<file path="config.mk">
export PLATFORM = sky130hd
export DESIGN_NAME = nibble_swap_xor_direction_load_op_exec
export DESIGN_NICKNAME = d
export VERILOG_FILES = /design/src/pkg/exec_pkg.sv /design/src/pkg/exec_if.sv /design/src/verilog/exec_alu.sv /design/src/verilog/nibble_swap_xor_direction_load_op_exec.sv
export SDC_FILE = /design/constraint.sdc
export NUM_CORES = 2
export LEC_CHECK = 0
export BUFFER_PORTS_ARGS = -buffer_cell sky130_fd_sc_hd__buf_2
export CORE_MARGIN = 2
export CORE_UTILIZATION = 25
export DETAILED_ROUTE_END_ITERATION = 6
export PLACE_DENSITY = 0.51
export SLEW_MARGIN = 20
export SYNTH_ARGS = -nofsm -noshare
export SYNTH_HDL_FRONTEND = slang
export SYNTH_SLANG_ARGS = --single-unit
</file>
<file path="constraint.sdc">
create_clock -name clock -period 5.31 [get_ports clock]
set_input_delay 1.062 -clock clock [delete_from_list [all_inputs] [get_ports clock]]
set_output_delay 1.062 -clock clock [all_outputs]
set_load 0.01 [all_outputs]
</file>
<file path="src/pkg/exec_pkg.sv">
/*
  Constants for the nibble-swap / exclusive-OR / direction-load datapath:
  register offsets, field positions, reset values and operation codes.
  Assumes a 32-bit classic Wishbone slave with 12-bit byte addresses.
*/
`default_nettype none

package exec_pkg;

  // Bus geometry
  localparam int unsigned ADDR_W = 12;
  localparam int unsigned DATA_W = 32;

  // Register byte offsets
  localparam logic [11:0] OFS_INSTR = 12'h000;
  localparam logic [11:0] OFS_WORK = 12'h004;
  localparam logic [11:0] OFS_STATUS = 12'h008;
  localparam logic [11:0] OFS_DIR = 12'h00C;
  localparam logic [11:0] OFS_RESULT = 12'h010;
  localparam logic [11:0] OFS_FILE_BASE = 12'h200;

  // Instruction word fields
  localparam int unsigned INSTR_LIT_LSB = 0;
  localparam int unsigned INSTR_FADDR_LSB = 8;
  localparam int unsigned INSTR_DEST_BIT = 16;
  localparam int unsigned INSTR_OP_LSB = 24;

  // Status fields
  localparam int unsigned STATUS_ZERO_BIT = 0;
  localparam int unsigned STATUS_BADDIR_BIT = 1;

  // Direction register lanes
  localparam int unsigned DIR_A_LSB = 0;
  localparam int unsigned DIR_B_LSB = 8;
  localparam int unsigned DIR_C_LSB = 16;

  // Result register fields
  localparam int unsigned RESULT_TGT_LSB = 8;

  // Operation codes
  localparam logic [1:0] OPC_NIBBLE_SWAP = 2'h0;
  localparam logic [1:0] OPC_XOR_LITERAL = 2'h1;
  localparam logic [1:0] OPC_XOR_FILE = 2'h2;
  localparam logic [1:0] OPC_DIRECTION_LOAD = 2'h3;

  // Direction-load operand values
  localparam logic [6:0] DIR_SEL_A = 7'h05;
  localparam logic [6:0] DIR_SEL_B = 7'h06;
  localparam logic [6:0] DIR_SEL_C = 7'h07;

  // Write targets reported in the result register
  localparam logic [1:0] TGT_WORK = 2'h0;
  localparam logic [1:0] TGT_FILE = 2'h1;
  localparam logic [1:0] TGT_DIR = 2'h2;
  localparam logic [1:0] TGT_NONE = 2'h3;

  // Reset values
  localparam logic [7:0] WORK_RST = 8'h00;
  localparam logic [7:0] FILE_RST = 8'h00;
  localparam logic [7:0] DIR_RST = 8'hFF;

endpackage : exec_pkg

`default_nettype wire

</file>
<file path="src/pkg/exec_if.sv">
/*
  Interface between the register core and the execution datapath.
  Assumes both ends sit on the same clock; the datapath is combinational.
*/
`timescale 1ns/10ps
`default_nettype none

interface exec_if;
  // Decoded instruction and operands
  logic [1:0] op;
  logic dest;
  logic [7:0] literal;
  logic [6:0] faddr;
  logic [7:0] w_val;
  logic [7:0] f_val;
  // Outcome
  logic [7:0] result;
  logic wr_work;
  logic wr_file;
  logic wr_dir;
  logic [1:0] dir_idx;
  logic zero_upd;
  logic zero_val;
  logic bad_dir;

  modport alu (
    input op, dest, literal, faddr, w_val, f_val,
    output result, wr_work, wr_file, wr_dir, dir_idx, zero_upd, zero_val,
    output bad_dir
  );
  modport core (
    output op, dest, literal, faddr, w_val, f_val,
    input result, wr_work, wr_file, wr_dir, dir_idx, zero_upd, zero_val,
    input bad_dir
  );
endinterface : exec_if

`default_nettype wire

</file>
<file path="src/verilog/exec_alu.sv">
/*
  Combinational execution datapath for the four operations.
  Assumes the core supplies operands and applies the writes it reports.
*/
`timescale 1ns/10ps
`default_nettype none

module exec_alu (
  // Operands in, outcome out
  exec_if.alu x
);

  // Result, write targets and flag update per operation
  always_comb begin
    x.result = 8'h00;
    x.wr_work = 1'b0;
    x.wr_file = 1'b0;
    x.wr_dir = 1'b0;
    x.dir_idx = 2'h0;
    x.zero_upd = 1'b0;
    x.bad_dir = 1'b0;
    case (x.op)
      exec_pkg::OPC_NIBBLE_SWAP: begin
        x.result = {x.f_val[3:0], x.f_val[7:4]}; // RL1
        x.wr_work = ~x.dest; // RL2
        x.wr_file = x.dest; // RL2
      end
      exec_pkg::OPC_XOR_LITERAL: begin
        x.result = x.w_val ^ x.literal; // RL3
        x.wr_work = 1'b1; // RL3
        x.zero_upd = 1'b1; // RL3
      end
      exec_pkg::OPC_XOR_FILE: begin
        x.result = x.w_val ^ x.f_val; // RL4
        x.wr_work = ~x.dest; // RL4
        x.wr_file = x.dest; // RL4
        x.zero_upd = 1'b1; // RL4
      end
      exec_pkg::OPC_DIRECTION_LOAD: begin
        x.result = x.w_val; // RL5
        // Only the three defined operand values load a register
        if (x.faddr == exec_pkg::DIR_SEL_A) begin
          x.wr_dir = 1'b1; // RL6
          x.dir_idx = 2'h0;
        end else if (x.faddr == exec_pkg::DIR_SEL_B) begin
          x.wr_dir = 1'b1; // RL6
          x.dir_idx = 2'h1;
        end else if (x.faddr == exec_pkg::DIR_SEL_C) begin
          x.wr_dir = 1'b1; // RL6
          x.dir_idx = 2'h2;
        end else begin
          x.bad_dir = 1'b1; // RL6
        end
      end
      default: begin
        x.result = 8'h00;
      end
    endcase
  end

  // Zero flag value for operations that update it
  assign x.zero_val = (x.result == 8'h00); // RL7

endmodule // exec_alu

`default_nettype wire

</file>
<file path="src/verilog/nibble_swap_xor_direction_load_op_exec.sv">
/*
  Register core of the nibble-swap / exclusive-OR / direction-load
  datapath, reached over a 32-bit classic Wishbone slave.
  Assumes one clock, a synchronous active-high reset and a master that
  holds its request until it sees ack.
*/
//
// Notes on behaviour
// RL1: Swap places low nibble high, high nibble low.
// RL2: Swap result to work when dest 0, else file.
// RL3: Literal XOR writes work, updates only zero.
// RL4: File XOR updates zero, dest picks target.
// RL5: Direction load copies work, zero flag untouched.
// RL6: Operand 5,6,7 selects port A, B, C.
// RL7: Zero flag set exactly when result is zero.
`timescale 1ns/10ps
`default_nettype none

module nibble_swap_xor_direction_load_op_exec #(
  parameter int unsigned FILE_DEPTH = 128
) (
  // Clock and reset
  input wire logic clock,
  input wire logic srst,
  // Wishbone slave
  input wire logic wb_cyc_i,
  input wire logic wb_stb_i,
  input wire logic wb_we_i,
  input wire logic [11:0] wb_adr_i,
  input wire logic [3:0] wb_sel_i,
  input wire logic [31:0] wb_dat_i,
  output logic [31:0] wb_dat_o,
  output logic wb_ack_o,
  // Port direction registers
  output logic [7:0] port_a_direction,
  output logic [7:0] port_b_direction,
  output logic [7:0] port_c_direction,
  // One-cycle pulse after each executed instruction
  output logic exec_done
);

  localparam int unsigned IDX_W = $clog2(FILE_DEPTH);

  exec_if ex ();

  logic ack_r;
  logic [31:0] rdat_r;
  logic [7:0] work_r;
  logic zero_r;
  logic bad_dir_r;
  logic [7:0] dir_r [3];
  logic [7:0] file_r [FILE_DEPTH];
  logic [7:0] result_r;
  logic [1:0] target_r;
  logic done_r;

  logic access;
  logic commit;
  logic wr_commit;
  logic is_file;
  logic [IDX_W-1:0] bus_idx;
  logic [IDX_W-1:0] exec_idx;
  logic exec_go;
  logic [31:0] read_nxt;

  // Bus phase decoding: ack one cycle after the request is seen
  assign access = wb_cyc_i & wb_stb_i;
  assign commit = access & ack_r;
  assign wr_commit = commit & wb_we_i;
  assign is_file = (wb_adr_i[11:9] == exec_pkg::OFS_FILE_BASE[11:9]) &&
                   (32'(wb_adr_i[8:2]) < FILE_DEPTH);
  assign bus_idx = wb_adr_i[IDX_W+1:2];

  // An instruction executes on a full-word write to the instruction word
  assign exec_go = wr_commit && (wb_adr_i == exec_pkg::OFS_INSTR) &&
                   (wb_sel_i == 4'hF);

  // Operands for the datapath come straight from the held write data
  assign ex.op = wb_dat_i[exec_pkg::INSTR_OP_LSB +: 2];
  assign ex.dest = wb_dat_i[exec_pkg::INSTR_DEST_BIT];
  assign ex.literal = wb_dat_i[exec_pkg::INSTR_LIT_LSB +: 8];
  assign ex.faddr = wb_dat_i[exec_pkg::INSTR_FADDR_LSB +: 7];
  assign ex.w_val = work_r;
  assign exec_idx = ex.faddr[IDX_W-1:0];
  assign ex.f_val = file_r[exec_idx];

  exec_alu u_alu (
    .x(ex)
  );

  // Acknowledge handshake
  always_ff @(posedge clock) begin
    if (srst) begin
      ack_r <= 1'b0;
    end else begin
      ack_r <= access & ~ack_r;
    end
  end

  // Read data multiplexer, unmapped addresses read as zero
  always_comb begin
    read_nxt = 32'h00000000;
    if (is_file) begin
      read_nxt[7:0] = file_r[bus_idx];
    end else begin
      case (wb_adr_i)
        exec_pkg::OFS_WORK: read_nxt[7:0] = work_r;
        exec_pkg::OFS_STATUS: begin
          read_nxt[exec_pkg::STATUS_ZERO_BIT] = zero_r;
          read_nxt[exec_pkg::STATUS_BADDIR_BIT] = bad_dir_r;
        end
        exec_pkg::OFS_DIR: begin
          read_nxt[exec_pkg::DIR_A_LSB +: 8] = dir_r[0];
          read_nxt[exec_pkg::DIR_B_LSB +: 8] = dir_r[1];
          read_nxt[exec_pkg::DIR_C_LSB +: 8] = dir_r[2];
        end
        exec_pkg::OFS_RESULT: begin
          read_nxt[7:0] = result_r;
          read_nxt[exec_pkg::RESULT_TGT_LSB +: 2] = target_r;
        end
        default: read_nxt = 32'h00000000;
      endcase
    end
  end

  // Read data captured with the acknowledge
  always_ff @(posedge clock) begin
    if (srst) begin
      rdat_r <= 32'h00000000;
    end else if (access & ~ack_r & ~wb_we_i) begin
      rdat_r <= read_nxt;
    end
  end

  // Working register: software byte 0 or an executed operation
  always_ff @(posedge clock) begin
    if (srst) begin
      work_r <= exec_pkg::WORK_RST;
    end else if (exec_go && ex.wr_work) begin
      work_r <= ex.result; // RL2 RL3 RL4
    end else if (wr_commit && wb_adr_i == exec_pkg::OFS_WORK &&
                 wb_sel_i[0]) begin
      work_r <= wb_dat_i[7:0];
    end
  end

  // File registers: software access or result written back
  always_ff @(posedge clock) begin
    if (srst) begin
      for (int i = 0; i < FILE_DEPTH; i++) begin
        file_r[i] <= exec_pkg::FILE_RST;
      end
    end else if (exec_go && ex.wr_file) begin
      file_r[exec_idx] <= ex.result; // RL2 RL4
    end else if (wr_commit && is_file && wb_sel_i[0]) begin
      file_r[bus_idx] <= wb_dat_i[7:0];
    end
  end

  // Zero flag: only the exclusive-OR operations or a software status write touch it
  always_ff @(posedge clock) begin
    if (srst) begin
      zero_r <= 1'b0;
    end else if (exec_go && ex.zero_upd) begin
      zero_r <= ex.zero_val; // RL3 RL4 RL7
    end else if (wr_commit && wb_adr_i == exec_pkg::OFS_STATUS &&
                 wb_sel_i[0]) begin
      zero_r <= wb_dat_i[exec_pkg::STATUS_ZERO_BIT];
    end
  end

  // Invalid direction operand: sticky, write one to clear, set wins
  always_ff @(posedge clock) begin
    if (srst) begin
      bad_dir_r <= 1'b0;
    end else if (exec_go && ex.bad_dir) begin
      bad_dir_r <= 1'b1; // RL6
    end else if (wr_commit && wb_adr_i == exec_pkg::OFS_STATUS &&
                 wb_sel_i[0] && wb_dat_i[exec_pkg::STATUS_BADDIR_BIT]) begin
      bad_dir_r <= 1'b0;
    end
  end

  // Port direction registers, loaded only by the direction operation
  always_ff @(posedge clock) begin
    if (srst) begin
      for (int i = 0; i < 3; i++) begin
        dir_r[i] <= exec_pkg::DIR_RST;
      end
    end else if (exec_go && ex.wr_dir) begin
      dir_r[ex.dir_idx] <= ex.result; // RL5 RL6
    end
  end

  // Last result and where it went
  always_ff @(posedge clock) begin
    if (srst) begin
      result_r <= 8'h00;
      target_r <= exec_pkg::TGT_NONE;
    end else if (exec_go) begin
      result_r <= ex.result;
      if (ex.wr_work) begin
        target_r <= exec_pkg::TGT_WORK;
      end else if (ex.wr_file) begin
        target_r <= exec_pkg::TGT_FILE;
      end else if (ex.wr_dir) begin
        target_r <= exec_pkg::TGT_DIR;
      end else begin
        target_r <= exec_pkg::TGT_NONE;
      end
    end
  end

  // Completion pulse
  always_ff @(posedge clock) begin
    if (srst) begin
      done_r <= 1'b0;
    end else begin
      done_r <= exec_go;
    end
  end

  // Outputs
  assign wb_ack_o = ack_r;
  assign wb_dat_o = rdat_r;
  assign port_a_direction = dir_r[0];
  assign port_b_direction = dir_r[1];
  assign port_c_direction = dir_r[2];
  assign exec_done = done_r;

endmodule // nibble_swap_xor_direction_load_op_exec

`default_nettype wire

</file>
==> flow_summary_export.csv <==
group,metric,value,unit
logic_synthesis,synthArstFlopShare,0,%
placed_design,dp_hpwl,141.6,mm
detailed_routing,via_count,38665,
clock_tree,cts_sinks,1094,
cells_and_area,layout_common_cells,"edfxtp_1 (1048), nor2_1 (1011), mux4_2 (518)",
global_routing,grt_pass1_wl,289.1,mm
worst_setup_path,crit_arrival,5.02,ns
status,status,"completed",
timing,finalSetupViolCount,0,
cells_and_area,nNetsFinal,4355,
worst_setup_path,timing.rr.start,"wb_ack_o",
detailed_routing,drc,0,
logic_synthesis,avgSynthCellArea,13.92,sq um
clock_tree,postCtsSetupRepairBufs,0,
timing,rsz0062_at_grt,"no",
placed_design,placed_cells,7206,
detailed_routing,via_per_inst,5.207,
logic_synthesis,synth-main-ff-cell,"edfxtp_1",
clock_tree,cts.path.max_buffers,3,
logic_synthesis,synth-seq-area-share,56.22,%
power,p_leak,0.02272,uW
worst_hold_path,hold_end,"result_r[6]",
worst_setup_path,start_kind,"input pin",
detailed_routing,drtPass1Iterations,5,
cells_and_area,drive_above_1_share,28.52,%
worst_setup_path,worstSetupEndpointType,"register",
logic_synthesis,synthCells,4140,
worst_setup_path,r2r_slack,1.40,ns
floorplanning,io_pins,111,
global_routing,globalRouteOverflowTotal,0,
timing,finClkSkew,0.03855,ns
flow_run,cap_violations,0,
timing,tightest_slew,0.9949,ns
detailed_routing,dr.first_iter.drc_count,4571,
worst_setup_path,cp.required,5.92,ns
detailed_routing,drt-total-wl,203.4,mm
cells_and_area,n_fill_cell,23158,
logic_synthesis,yosys.area.top_type,"edfxtp_1",
power,ir_worst_vdd,0.2833,mV
power,p_per_area,314.0,nW/um^2
logic_synthesis,synth_area,57610,sq um
floorplanning,core-area,229500,sq um
worst_setup_path,critPathKind,"input pin to register",
clock_tree,cts_resized,0,
floorplanning,die_y,484.1,um
logic_synthesis,netlist_top_cells_area,"edfxtp_1 (55%), mux4_2 (20%), nor2_1 (6.6%), nand2_1 (2.6%), mux2i_1 (2.5%)",
logic_synthesis,yosysWarnings,0,
worst_setup_path,crit_fanout,28,
timing,finalSetupTns,0,ns
clock_tree,cts_made_buffers,116,
clock_tree,cts_root_buf,"clkbuf_16",
worst_hold_path,min_path_cells,2,
logic_synthesis,yosys.area.top_type_share,54.62,%
clock_tree,htree_num_levels,3,
cells_and_area,fin_util,29.08,%
global_routing,grt_max_degree,76,
global_routing,grt_usage,16.94,%
placed_design,port_buffers,88,
cells_and_area,final_cells,7425,
logic_synthesis,yosys.cell_types.count,80,
floorplanning,start_util,25.11,%
timing,layout_min_cycle_time,4.413,ns
global_routing,grt_pass1_vias,38362,
worst_setup_path,r2r-end,"file_r[16][2]",
timing,slew_headroom,33.67,%
timing,hold_violations,0,
logic_synthesis,yosys_register_bits,1094,
worst_hold_path,hp-class,"register to register",
timing,fin_crit_sh,83.10,%
detailed_routing,ant_nets,0,
timing,clock.fmax,226.6,MHz
timing,final-max-slew-violation-count,0,
cells_and_area,area_growth,15.83,%
cells_and_area,final_common_cell,"edfxtp_1",
worst_hold_path,min-delay-start,"result_r[6]",
placed_design,place.gp.congestion,0.8956,
clock_tree,clkLatencyLatePin,0.78,ns
floorplanning,rows,176,
floorplanning,die_w,484.1,um
detailed_routing,post_drt_wl_per_cell,27.39,um
clock_tree,holdBufCountCts,0,
clock_tree,clk_pin_slew,0.07,ns
global_routing,antenna_found_initial,12,
worst_setup_path,rr_worst_depth,8,
logic_synthesis,synth_edf_count,1048,
clock_tree,cts_tree,"done",
floorplanning,dieArea,234300,sq um
-- critical path, stage by stage --
cell and delay, ns:
buf_4 0.39, buf_12 0.28, mux4_2 0.22, mux2_2 0.21, nand3_1 0.09, a32oi_1 0.68, o22ai_1 0.34, o311a_1 0.43
or3_1 0.39, o21a_4 0.33, buf_4 0.30, nor2_1 0.15
-- power by group --
group,internal (uW),switching (uW)
logic,1040,1790
clock network,4660,3650
registers,9690,131
total,15400,5570
-- per-stage QoR --
| stage | hold slack [ns] | setup slack [ns] | area [sq um] | power (uW) |
|---|---|---|---|---|
| after floorplan | 0.4321 | 0.5779 | 57640 | 11640 |
| after global placement | 0.4441 | 0.2434 | 62930 | 12780 |
| after detailed placement | 0.4546 | 0.2241 | 62930 | 12810 |
| after CTS | 0.4620 | 1.044 | 66730 | 21050 |
| after global routing | 0.4975 | 0.8005 | 66730 | 21480 |
| final | 0.4614 | 0.8972 | 66730 | 20960 |
-- cells by family after synthesis --
group | share of synthesized area (%)
AO/OA/AOI/OAI | 3.831
flip-flops | 56.22
multiplexers | 24.35
other | 0.006509
adder cells (fa/ha/maj) | 0.08687
AND/OR/NAND/NOR | 11.61
buffers and inverters | 3.896
-- sequential cells by signal (all words and copies together) (netlist names) --
name,flops
dir_r,24
wb_dat_o,24
wb_ack_o,1
zero_r,1
bad_dir_r,1
file_r,1024
result_r,8
target_r,2
ex.w_val,8
exec_done,1
-- Yosys cell counts (all sizes together), types with 15 or more instances --
cell	n
nand3	31
a221oi	23
mux4	539
a211oi	24
mux2i	146
clkbuf	135
nand2	395
inv	15
nand2b	16
a21oi	55
nor2b	19
a31oi	21
o21ai	27
dfxtp	46
mux2	31
a22oi	53
nor2	1119
buf	228
nor3	18
edfxtp	1048
-- layer usage --
layer | global-route usage [%] | part of all wire [%] | vias up
li1 | - | - | 16118
met1 | 22.67 | 41 | 20356
met2 | 27.68 | 47 | 1829
met3 | 2.487 | 7.8 | 354
met4 | 6.515 | 4.0 | 8
met5 | 0 | 0.027 | -
-- worst max-delay path by stage --
stage,start,slack (ns),end,cells after the start
5_1_grt,wb_dat_i[8],0.80,file_r[111][0],13
3_3_place_gp,wb_dat_i[8],0.24,file_r[8][6],14
4_1_cts,wb_dat_i[8],1.04,file_r[111][0],13
2_1_floorplan,wb_dat_i[9],0.58,file_r[72][1],17
6_report,wb_dat_i[10],0.90,file_r[111][0],12
3_5_place_dp,wb_dat_i[8],0.22,file_r[99][3],14
-- area by class of cell --
class	instances	area [sq um]	share of cell area (%)
flip-flops and latches	1094	32390	48.54
diodes	2	5.005	0.007500
clock inverters	71	620.6	0.9300
well taps	3026	3786	5.674
inverters	16	65.06	0.09750
clock buffers	146	3173	4.755
repair buffers	396	3576	5.359
multi-input cells	2674	23120	34.64
(Power assumes the default switching activity.)
